<file path="config.mk">
export PLATFORM = sky130hd
export DESIGN_NAME = ssio_channel
export DESIGN_NICKNAME = d
export VERILOG_FILES = /design/src/ssio_pkg.sv /design/src/ssio_channel.sv /design/src/ssio_edge_sync.sv
export SDC_FILE = /design/constraint.sdc
export NUM_CORES = 1
export LEC_CHECK = 0
export CELL_PAD_IN_SITES_DETAIL_PLACEMENT = 2
export CELL_PAD_IN_SITES_GLOBAL_PLACEMENT = 2
export CORE_MARGIN = 2
export CORE_UTILIZATION = 36
export CTS_BUF_LIST = sky130_fd_sc_hd__clkbuf_4 sky130_fd_sc_hd__clkbuf_8
export CTS_CLUSTER_SIZE = 8
export DETAILED_ROUTE_END_ITERATION = 8
export DONT_BUFFER_PORTS = 1
export HOLD_SLACK_MARGIN = 0.08
export PLACE_DENSITY = 0.84
export SETUP_SLACK_MARGIN = 0.05
export SLEW_MARGIN = 20
export SYNTH_ARGS = -nofsm -noshare
export SYNTH_HDL_FRONTEND = slang
export SYNTH_HIERARCHICAL = 1
export SYNTH_SLANG_ARGS = --single-unit
</file>
<file path="constraint.sdc">
create_clock -name clk_i -period 1.9 [get_ports clk_i]
set_input_delay 0.38 -clock clk_i [delete_from_list [all_inputs] [get_ports clk_i]]
set_output_delay 0.38 -clock clk_i [all_outputs]
set_load 0.005 [all_outputs]
</file>
<file path="src/ssio_pkg.sv">
// Constants shared by the synchronous serial channel.
// Assumes a 32-bit classic Wishbone register bus with word-aligned registers.
package ssio_pkg;

    localparam int SSIO_ADDR_W = 4;
    localparam int SSIO_DATA_W = 16;
    localparam int SSIO_CNT_W = 5;

    localparam logic [SSIO_ADDR_W-1:0] SSIO_OFS_RX_HOLD = 4'h0;
    localparam logic [SSIO_ADDR_W-1:0] SSIO_OFS_TX_HOLD = 4'h4;
    localparam logic [SSIO_ADDR_W-1:0] SSIO_OFS_CONTROL = 4'h8;
    localparam logic [SSIO_ADDR_W-1:0] SSIO_OFS_FLAGS = 4'hc;

    localparam int SSIO_CTL_RX_ENABLE = 0;
    localparam int SSIO_CTL_TX_ENABLE = 1;
    localparam int SSIO_CTL_RX_FULL_IRQ_EN = 2;
    localparam int SSIO_CTL_TX_EMPTY_IRQ_EN = 3;
    localparam int SSIO_CTL_WORD_LENGTH_SEL = 4;
    localparam int SSIO_CTL_SYNC_EVERY_WORD = 5;
    localparam int SSIO_CTL_TX_SYNC_SOURCE = 6;
    localparam int SSIO_CTL_W = 7;

    localparam int SSIO_FLG_RX_FULL = 0;
    localparam int SSIO_FLG_TX_EMPTY = 1;
    localparam int SSIO_FLG_RX_OVERRUN = 2;
    localparam int SSIO_FLG_TX_OVERRUN = 3;
    localparam int SSIO_FLG_W = 4;

    localparam logic [SSIO_CTL_W-1:0] SSIO_CTL_RESET = 7'h00;
    localparam logic [SSIO_FLG_W-1:0] SSIO_FLG_RESET = 4'h2;
    localparam logic [SSIO_DATA_W-1:0] SSIO_HOLD_RESET = 16'h0000;

    localparam logic [SSIO_CNT_W-1:0] SSIO_BITS_SHORT = 5'h08;
    localparam logic [SSIO_CNT_W-1:0] SSIO_BITS_LONG = 5'h10;

endpackage

</file>
<file path="src/ssio_channel.sv">
// One channel of a clocked synchronous serial port with frame sync, Wishbone slave.
// Assumes the serial peer supplies both bit clocks, well below clk_i.
//
// The implementer's own choices: the placing of the registers and the Wishbone slave port.
`timescale 1ns/1ps
module ssio_channel
    import ssio_pkg::*;
#(
    parameter int DATA_W = SSIO_DATA_W
) (
    input wire logic clk_i,
    input wire logic rst_i,
    input wire logic wb_cyc_i,
    input wire logic wb_stb_i,
    input wire logic wb_we_i,
    input wire logic [SSIO_ADDR_W-1:0] wb_adr_i,
    input wire logic [3:0] wb_sel_i,
    input wire logic [31:0] wb_dat_i,
    output logic [31:0] wb_dat_o,
    output logic wb_ack_o,
    output logic tx_data_pin_o,
    output logic tx_data_pin_oe_o,
    input wire logic tx_clock_pin_i,
    input wire logic tx_sync_pin_i,
    output logic tx_sync_pin_o,
    output logic tx_sync_pin_oe_o,
    input wire logic rx_data_pin_i,
    input wire logic rx_clock_pin_i,
    input wire logic rx_sync_pin_i,
    output logic tx_empty_irq_o,
    output logic rx_full_irq_o,
    output logic tx_overrun_irq_o,
    output logic rx_overrun_irq_o
);
    typedef enum logic [1:0] {SSIO_TX_IDLE, SSIO_TX_SYNC, SSIO_TX_SHIFT} ssio_tx_state_t;

    logic [SSIO_CTL_W-1:0] control_reg;
    logic [SSIO_FLG_W-1:0] flags_reg;
    logic [SSIO_FLG_W-1:0] flags_next;
    logic [SSIO_FLG_W-1:0] seen_reg;
    logic [DATA_W-1:0] transmit_holding_reg;
    logic [DATA_W-1:0] receive_holding_reg;
    logic [DATA_W-1:0] tx_shifter_reg;
    logic [DATA_W-1:0] rx_shifter_reg;
    logic [SSIO_CNT_W-1:0] tx_count_reg;
    logic [SSIO_CNT_W-1:0] rx_count_reg;
    ssio_tx_state_t tx_state_reg;
    logic rx_active_reg;
    logic rx_started_reg;
    logic tx_sync_out_reg;
    logic wb_ack_reg;
    logic [31:0] wb_dat_reg;

    logic tx_clk_rise;
    logic rx_clk_fall;
    logic tx_sync_lvl;
    logic rx_sync_lvl;
    logic rx_data_lvl;
    logic tx_enable;
    logic rx_enable;
    logic word_long;
    logic interval_mode;
    logic internal_sync;
    logic [SSIO_CNT_W-1:0] word_bits;
    logic bus_req;
    logic bus_wr;
    logic bus_rd;
    logic tx_load;
    logic tx_word_end;
    logic rx_word_end;
    logic [DATA_W-1:0] rx_word;

    ssio_edge_sync u_tx_clk (
        .clk_i(clk_i),
        .rst_i(rst_i),
        .pin_i(tx_clock_pin_i),
        .level_o(),
        .rise_o(tx_clk_rise),
        .fall_o()
    );

    ssio_edge_sync u_tx_sync (
        .clk_i(clk_i),
        .rst_i(rst_i),
        .pin_i(tx_sync_pin_i),
        .level_o(tx_sync_lvl),
        .rise_o(),
        .fall_o()
    );

    ssio_edge_sync u_rx_clk (
        .clk_i(clk_i),
        .rst_i(rst_i),
        .pin_i(rx_clock_pin_i),
        .level_o(),
        .rise_o(),
        .fall_o(rx_clk_fall)
    );

    ssio_edge_sync u_rx_sync (
        .clk_i(clk_i),
        .rst_i(rst_i),
        .pin_i(rx_sync_pin_i),
        .level_o(rx_sync_lvl),
        .rise_o(),
        .fall_o()
    );

    // Data takes the same two stages as its clock, so they stay aligned.
    ssio_edge_sync u_rx_data (
        .clk_i(clk_i),
        .rst_i(rst_i),
        .pin_i(rx_data_pin_i),
        .level_o(rx_data_lvl),
        .rise_o(),
        .fall_o()
    );

    assign tx_enable = control_reg[SSIO_CTL_TX_ENABLE];
    assign rx_enable = control_reg[SSIO_CTL_RX_ENABLE];
    assign word_long = control_reg[SSIO_CTL_WORD_LENGTH_SEL];
    assign interval_mode = control_reg[SSIO_CTL_SYNC_EVERY_WORD];
    assign internal_sync = control_reg[SSIO_CTL_TX_SYNC_SOURCE];
    assign word_bits = word_long ? SSIO_BITS_LONG : SSIO_BITS_SHORT;

    assign bus_req = wb_cyc_i & wb_stb_i & ~wb_ack_reg;
    assign bus_wr = bus_req & wb_we_i;
    assign bus_rd = bus_req & ~wb_we_i;

    // Bus answers one cycle after the request; unmapped addresses read zero.
    always_ff @(posedge clk_i) begin
        if (rst_i) begin
            wb_ack_reg <= 1'b0;
        end else begin
            wb_ack_reg <= bus_req;
        end
    end

    always_ff @(posedge clk_i) begin
        if (rst_i) begin
            wb_dat_reg <= 32'h0000_0000;
        end else if (bus_rd) begin
            unique case (wb_adr_i)
                SSIO_OFS_RX_HOLD: wb_dat_reg <= {16'h0000, receive_holding_reg};
                SSIO_OFS_TX_HOLD: wb_dat_reg <= {16'h0000, transmit_holding_reg};
                SSIO_OFS_CONTROL: wb_dat_reg <= {25'h0000000, control_reg};
                SSIO_OFS_FLAGS: wb_dat_reg <= {28'h0000000, flags_reg};
                default: wb_dat_reg <= 32'h0000_0000;
            endcase
        end
    end

    assign wb_ack_o = wb_ack_reg;
    assign wb_dat_o = wb_dat_reg;

    // Writes to reserved control bits are dropped so they always read zero.
    always_ff @(posedge clk_i) begin
        if (rst_i) begin
            control_reg <= SSIO_CTL_RESET;
        end else if (bus_wr && wb_adr_i == SSIO_OFS_CONTROL && wb_sel_i[0]) begin
            control_reg <= wb_dat_i[SSIO_CTL_W-1:0];
        end
    end

    // A write while the flag is clear silently replaces the pending word.
    always_ff @(posedge clk_i) begin
        if (rst_i) begin
            transmit_holding_reg <= SSIO_HOLD_RESET;
        end else if (bus_wr && wb_adr_i == SSIO_OFS_TX_HOLD) begin
            if (wb_sel_i[0]) begin
                transmit_holding_reg[7:0] <= wb_dat_i[7:0];
            end
            if (wb_sel_i[1]) begin
                transmit_holding_reg[15:8] <= wb_dat_i[15:8];
            end
        end
    end

    // Remembers which flags software has read as one since its last flag write.
    always_ff @(posedge clk_i) begin
        if (rst_i) begin
            seen_reg <= '0;
        end else if (bus_wr && wb_adr_i == SSIO_OFS_FLAGS && wb_sel_i[0]) begin
            seen_reg <= '0;
        end else if (bus_rd && wb_adr_i == SSIO_OFS_FLAGS) begin
            seen_reg <= seen_reg | flags_reg;
        end
    end

    // Transmit sequencer: waits for sync, then shifts one bit per clock rise.
    assign tx_word_end = tx_clk_rise && tx_state_reg == SSIO_TX_SHIFT && tx_count_reg == 5'h01;
    always_comb begin
        tx_load = 1'b0;
        if (tx_enable && tx_clk_rise) begin
            unique case (tx_state_reg)
                SSIO_TX_IDLE: tx_load = ~internal_sync & tx_sync_lvl;
                SSIO_TX_SYNC: tx_load = 1'b1;
                // The last bit ends on the next word's first rise, so a sync there loads at once.
                SSIO_TX_SHIFT: tx_load = tx_count_reg == 5'h01
                    && (!interval_mode || (~internal_sync & tx_sync_lvl));
            endcase
        end
    end

    always_ff @(posedge clk_i) begin
        if (rst_i || !tx_enable) begin
            tx_state_reg <= SSIO_TX_IDLE;
            tx_count_reg <= '0;
            tx_sync_out_reg <= 1'b0;
        end else if (tx_clk_rise) begin
            tx_sync_out_reg <= 1'b0;
            if (tx_load) begin
                tx_state_reg <= SSIO_TX_SHIFT;
                tx_count_reg <= word_bits;
            end else if (tx_word_end) begin
                tx_state_reg <= SSIO_TX_IDLE;
                tx_count_reg <= '0;
            end else if (tx_state_reg == SSIO_TX_SHIFT) begin
                tx_count_reg <= tx_count_reg - 5'h01;
            end else if (tx_state_reg == SSIO_TX_IDLE && internal_sync
                         && !flags_reg[SSIO_FLG_TX_EMPTY]) begin
                // Internal sync is a one-bit-clock pulse ahead of the word.
                tx_state_reg <= SSIO_TX_SYNC;
                tx_sync_out_reg <= 1'b1;
            end
        end
    end

    // Short words are moved into the top byte so the MSB-first path is shared.
    always_ff @(posedge clk_i) begin
        if (rst_i) begin
            tx_shifter_reg <= '0;
        end else if (tx_load) begin
            tx_shifter_reg <= word_long ? transmit_holding_reg
                                        : {transmit_holding_reg[7:0], 8'h00};
        end else if (tx_clk_rise && tx_state_reg == SSIO_TX_SHIFT) begin
            tx_shifter_reg <= {tx_shifter_reg[DATA_W-2:0], 1'b0};
        end
    end

    assign tx_data_pin_o = tx_shifter_reg[DATA_W-1];
    assign tx_data_pin_oe_o = tx_enable;
    assign tx_sync_pin_o = tx_sync_out_reg;
    assign tx_sync_pin_oe_o = tx_enable & internal_sync;

    // Receive sequencer: first word waits for sync; continuous mode stays armed.
    always_ff @(posedge clk_i) begin
        if (rst_i || !rx_enable) begin
            rx_active_reg <= 1'b0;
            rx_started_reg <= 1'b0;
            rx_count_reg <= '0;
            rx_shifter_reg <= '0;
        end else if (rx_clk_fall) begin
            if (rx_active_reg || rx_sync_lvl || (rx_started_reg && !interval_mode)) begin
                rx_shifter_reg <= {rx_shifter_reg[DATA_W-2:0], rx_data_lvl};
                rx_started_reg <= 1'b1;
                if (rx_word_end) begin
                    rx_active_reg <= 1'b0;
                    rx_count_reg <= '0;
                end else begin
                    rx_active_reg <= 1'b1;
                    rx_count_reg <= rx_count_reg + 5'h01;
                end
            end
        end
    end

    assign rx_word_end = rx_clk_fall && rx_enable && rx_count_reg == word_bits - 5'h01
                         && (rx_active_reg || rx_sync_lvl || !interval_mode);
    assign rx_word = {rx_shifter_reg[DATA_W-2:0], rx_data_lvl};

    always_ff @(posedge clk_i) begin
        if (rst_i) begin
            receive_holding_reg <= SSIO_HOLD_RESET;
        end else if (rx_word_end) begin
            receive_holding_reg <= word_long ? rx_word : {8'h00, rx_word[7:0]};
        end
    end

    // Hardware set wins over a software clear landing in the same cycle.
    always_comb begin
        flags_next = flags_reg;
        if (bus_wr && wb_adr_i == SSIO_OFS_FLAGS && wb_sel_i[0]) begin
            flags_next = flags_reg & ~(seen_reg & ~wb_dat_i[SSIO_FLG_W-1:0]);
        end
        if (tx_load) begin
            flags_next[SSIO_FLG_TX_EMPTY] = 1'b1;
            if (flags_reg[SSIO_FLG_TX_EMPTY]) begin
                flags_next[SSIO_FLG_TX_OVERRUN] = 1'b1;
            end
        end
        if (!tx_enable) begin
            flags_next[SSIO_FLG_TX_EMPTY] = 1'b1;
        end
        if (!rx_enable) begin
            flags_next[SSIO_FLG_RX_FULL] = 1'b0;
        end else if (rx_word_end) begin
            flags_next[SSIO_FLG_RX_FULL] = 1'b1;
            if (flags_reg[SSIO_FLG_RX_FULL]) begin
                flags_next[SSIO_FLG_RX_OVERRUN] = 1'b1;
            end
        end
    end

    always_ff @(posedge clk_i) begin
        if (rst_i) begin
            flags_reg <= SSIO_FLG_RESET;
        end else begin
            flags_reg <= flags_next;
        end
    end

    assign tx_empty_irq_o = flags_reg[SSIO_FLG_TX_EMPTY]
                            & control_reg[SSIO_CTL_TX_EMPTY_IRQ_EN];
    assign rx_full_irq_o = flags_reg[SSIO_FLG_RX_FULL]
                           & control_reg[SSIO_CTL_RX_FULL_IRQ_EN];
    assign tx_overrun_irq_o = flags_reg[SSIO_FLG_TX_OVERRUN];
    assign rx_overrun_irq_o = flags_reg[SSIO_FLG_RX_OVERRUN];
endmodule

</file>
<file path="src/ssio_edge_sync.sv">
// Two-stage synchroniser for one pin, with edge pulses taken after it.
// Assumes the input is asynchronous to clk_i and slower than half its rate.
`timescale 1ns/1ps
module ssio_edge_sync (
    input wire logic clk_i,
    input wire logic rst_i,
    input wire logic pin_i,
    output logic level_o,
    output logic rise_o,
    output logic fall_o
);
    logic meta_reg;
    logic sync_reg;
    logic last_reg;

    // Only the second stage looks at the first one.
    always_ff @(posedge clk_i) begin
        if (rst_i) begin
            meta_reg <= 1'b0;
            sync_reg <= 1'b0;
            last_reg <= 1'b0;
        end else begin
            meta_reg <= pin_i;
            sync_reg <= meta_reg;
            last_reg <= sync_reg;
        end
    end

    assign level_o = sync_reg;
    assign rise_o = sync_reg & ~last_reg;
    assign fall_o = ~sync_reg & last_reg;
endmodule

</file>
Yosys cells after proc, flatten, opt, wreduce, memory -nomap -nowiden:

Index checks and enable logic that the tools add are counted.
Widths: inputs -> output; s select.

* equality and inequality tests: 8
* reduce and logical (&&, ||, !) cells: 40
* muxes and demuxes: 28
* bitwise gates (word level): 22
* add/subtract/negate cells: 3

Operators by type and width (number)
* $mux 16: 4
* $pmux 16 s4: 1
* $mux 5: 5
* $logic_and 1x1->1: 16
* $mux 1: 12
* $and 1x1->1: 10
* $sub 5x1->5 const B: 2
* $and 4x4->4: 2
* $eq 4x4->1 const B: 2
* $mux 2: 4
* $not 4->4: 2
* $reduce_and 2->1: 4
* $not 1->1: 7
* $logic_or 1x1->1: 6
* $reduce_bool 3->1: 2
* $add 5x1->5 const B: 1
* $eq 5x1->1 const B: 1
* $eq 5x5->1: 1
* $eq 4x3->1 const B: 1
* $logic_not 1->1: 4
* $logic_not 4->1: 1
* $mux 4: 1
* $or 4x4->4: 1
* $reduce_bool 2->1: 2
* 8 further kinds: 9

* output and inout port bits: 41
* logic and storage cells: 131
* input bits: 50
* register bits after elaboration: 138

Depth between registers and ports, before layout:

* word-level depth: 9
* mapped depth: 8
* depth with buffers taken out: 7

Cells and area by module:

The synthesis kept the hierarchy.

Modules (own cells, without submodules)
* ssio_channel: area an instance 5097.4 um^2, times used 1, cells an instance 598, sequential area each 2202.1 um^2
* ssio_edge_sync: area an instance 91.3 um^2, times used 5, cells an instance 8, sequential area each 60.1 um^2

Least setup slack after synthesis:

OpenSTA, ideal clock, no wires.

* kind: reg2reg
* start point: register tx_state_reg[0]
* end point: register tx_count_reg[3]
* clock period less this slack: 1980 ps
* buffers on the path: 0
* stages on the path, launching flop included: 8
* setup slack: -80 ps
* required time: 1770 ps
* setup time: 130 ps
* data arrival time: 1850 ps
* path through: dfxtp_1 inv_1 ha_1 or3b_1 a21o_1 or4_1 nand4b_1 o311ai_1

* longest elaborated chain between the ends: 5
* elaborated cells on any way between the ends: 11
* those cells by class: eq/ne: 2; mux: 4; reduce/logical: 5

RTL lines
* start: declaration: line ssio_channel.sv:47 `ssio_tx_state_t tx_state_reg;`
* start signal: assignment: line ssio_channel.sv:207 `tx_state_reg <= SSIO_TX_IDLE;`
* start signal: assignment: line ssio_channel.sv:213 `tx_state_reg <= SSIO_TX_SHIFT;`
* start signal: assignment: line ssio_channel.sv:216 `tx_state_reg <= SSIO_TX_IDLE;`
* $eq 2x2->1 (tied with other cells): line ssio_channel.sv:191, ssio_channel.sv:195, ssio_channel.sv:218
* $pmux 1 s3 or $logic_and 1x1->1 (tied branches): line ssio_channel.sv:195, ssio_channel.sv:191
* $mux 1 or $logic_and 1x1->1 (tied branches): line ssio_channel.sv:194, ssio_channel.sv:191
* $reduce_bool 3->1 (no line) or $mux 5 (tied branches)
* $reduce_and 2->1 (no line) or $mux 5 (tied branches)
* end signal: assignment: line ssio_channel.sv:214 `tx_count_reg <= word_bits;`
* end signal: assignment: line ssio_channel.sv:219 `tx_count_reg <= tx_count_reg - 5'h01;`
* end: declaration: line ssio_channel.sv:45 `logic [SSIO_CNT_W-1:0] tx_count_reg;`

Several ways; a longest one is shown, not always the timed one.
A chain may end at the register's enable or synchronous reset.

Final worst setup path:

Same ends and word-level chain as after synthesis.

==> qor.yml <==
routing:
  drtIter0Drc: 261
  vias_per_cell: 5.57
  drt.antenna.violating_nets: 0
  post-route-drc-count: 0
  post_drt_wl_per_cell_um: 22.9
  wirelength_um: 19700
  first_pass_iters: 4
  route.vias.total: 4782
clock_tree:
  cts_tree: "done"
  clockRootBuffer: "clkbuf_8"
  htreeDepth: 4
  clk_path_buf_depth: 2
  cts.sinks: 122
  clk_pin_slew_ns: 0.08
  clock_latency_ns: 0.47
  cts_inserted_buffers: 17
  cts_hold_buf: 13
hold_path:
  min_from: "rst_i"
  holdPathStages: 1
  hp-class: "in -> reg"
  hold_path_end: "flags_reg[3]"
worst_setup_path:
  crit_path_cell_trace: "inv_2, ha_4, or3b_4, a21o_1, buf_4, buf_4, nor3_1, nand2_1, o311ai_2"
  regToRegEndpoint: "tx_count_reg[3]"
  r2r_start: "tx_state_reg[0]"
  worst_setup_path_start_kind: "flop"
  ff2ff_path_depth: 9
  slowest_stage: "or3b_4"
  cpMostUsedCell: "buf_4"
  worstPathRequired_ns: 2.28
  end_kind: "flop"
  crit_type: "reg -> reg"
  crit_arrival_ns: 2.40
  cpPeakStageDelay_ns: 0.39
  r2r_slack_ns: -0.12
  worstPathMaxFanout: 4
power_and_ir_drop:
  ir_drop_mv: 0.455
  clockPowerShare_pct: 50.6
  netSwitchingFraction_pct: 22.3
  total_power_uw: 5410
  p_int_uw: 4200
  power.leakage_uw: 0.00218
  power.switching_uw: 1210
  power_frac_seq_pct: 47.6
  p_comb_share_pct: 1.8
  p_per_area_nw_per_um2: 822
grt:
  grt_max_degree: 94
  grt_pass1_vias: 5232
  grt_pass1_wl_um: 29300
  antenna_found_initial: 1
  grt_use_total_pct: 23.8
  overflow: 0
floorplanning:
  dieArea_um2: 16100
  num_io_pins: 91
  rows: 44
  dieWidth_um: 127
  die-height_um: 127
  initial_utilization_pct: 37.0
  design.core.area_um2: 14600
sta:
  whs_ns: -0.00278
  fin_ws_ns: -0.122
  rsz0062_at_grt: "yes"
  fin_skew_ns: 0.0123
  hold_viol: 3
  report.final.slew_viol_count: 0
  max_freq_mhz: 495
  min_period_ns: 2.02
  post-route-period-util_pct: 106
  setup_viol_count_final: 6
layout:
  n_antenna_cell: 0
  fill_cells: 1586
  layout.nets: 718
  area_growth_pct: 21.2
  drive_gt1_share_pct: 21.0
placed_design:
  place_hpwl_um: 12200
  gp_congestion: 0.787
  pre_cts_slack_ns: -0.108
  port_buffers: 0
status:
  violations: "hold timing, setup timing"
  outcome: "finished, violations left"
job:
  maxCapViolations: 0
synth:
  syn_area_per_cell_um2: 8.69
  syn_area_um2: 5430
  yosysWarnings: 6
  syn_inst: 624
worst max path at each step:
stage	start	end	slack, ns	cells after the start
after global routing	tx_state_reg[0]	tx_count_reg[3]	-0.25	9
after CTS	tx_state_reg[0]	tx_count_reg[3]	-0.06	7
after floorplan	tx_state_reg[0]	tx_count_reg[3]	-0.006	7
final	tx_state_reg[0]	tx_count_reg[3]	-0.12	9
after detailed placement	tx_state_reg[0]	tx_count_reg[3]	-0.11	7
after global placement	tx_state_reg[0]	tx_count_reg[3]	-0.02	7
metrics by stage:
step	utilization, %	std cells	setup TNS [ns]	instance area, µm²
after floorplan	-	639	-0.00635	5490
after global placement	38.9	801	-0.0219	5690
after detailed placement	38.9	801	-0.334	5690
after CTS	43.7	852	-0.0843	6400
after global routing	44.9	859	-1.60	6580
final	44.9	859	-0.279	6580
layer usage:
layer | wire (µm) | GRT usage, % | up-vias
li1 | - | - | 2208
met1 | 7420 | 23.9 | 2449
met2 | 10800 | 45.4 | 88
met3 | 970 | 8.14 | 35
met4 | 427 | 8.60 | 2
met5 | 7 | 0 | -
layout by cell type, fill, tap and decap left out, drive strengths merged, types with 5 or more instances in the layout:
cell type	n
ha	6
mux2i	14
buf	47
nor2	41
conb	16
nor2b	18
and2	12
nand3	42
a22oi	16
nor3	10
a21o	6
a211oi	17
dfxtp	122
inv	10
nand2	112
nand2b	8
clkbuf	18
bufinv	5
dlygate4sd3	13
o21ai	6
a21oi	82
repair_timing:
item,in CTS,in global routing
hold endpoints to repair,89,76
cloned,1,0
gates resized for setup,17,28
pin swaps,4,10
setup buffers,5,9
endpoints found under the setup margin,19,43
worst max-delay path, delay by kind of cell (launching register included):
family / cells / cell delay (ns)
AO/OA/AOI/OAI: 2 / 0.29
buffers and inverters: 3 / 0.35
flip-flops: 1 / 0.35
adder cells (fa/ha/maj): 1 / 0.24
AND/OR/NAND/NOR: 3 / 0.73
area by class of cell:
class / count / area, µm² / area share (%)
clock buffer: 18 / 241 / 3.67
clock inverter: 14 / 220 / 3.35
inverter: 8 / 30.0 / 0.457
multi-input combinational: 453 / 2860 / 43.5
sequential: 122 / 2440 / 37.2
tap: 184 / 230 / 3.50
timing repair buffer: 60 / 552 / 8.39
power by group through the flow:
stage                     Clock, µW  Combinational (µW)  Sequential (µW)
after floorplan                   0                 120             2630
after global placement            0                69.3             2630
after detailed placement          0                72.0             2630
after CTS                      2790                90.9             2570
after global routing           2900                 105             2580
final                          2730                98.3             2570
Note: power is estimated with default switching activity, not from simulation.
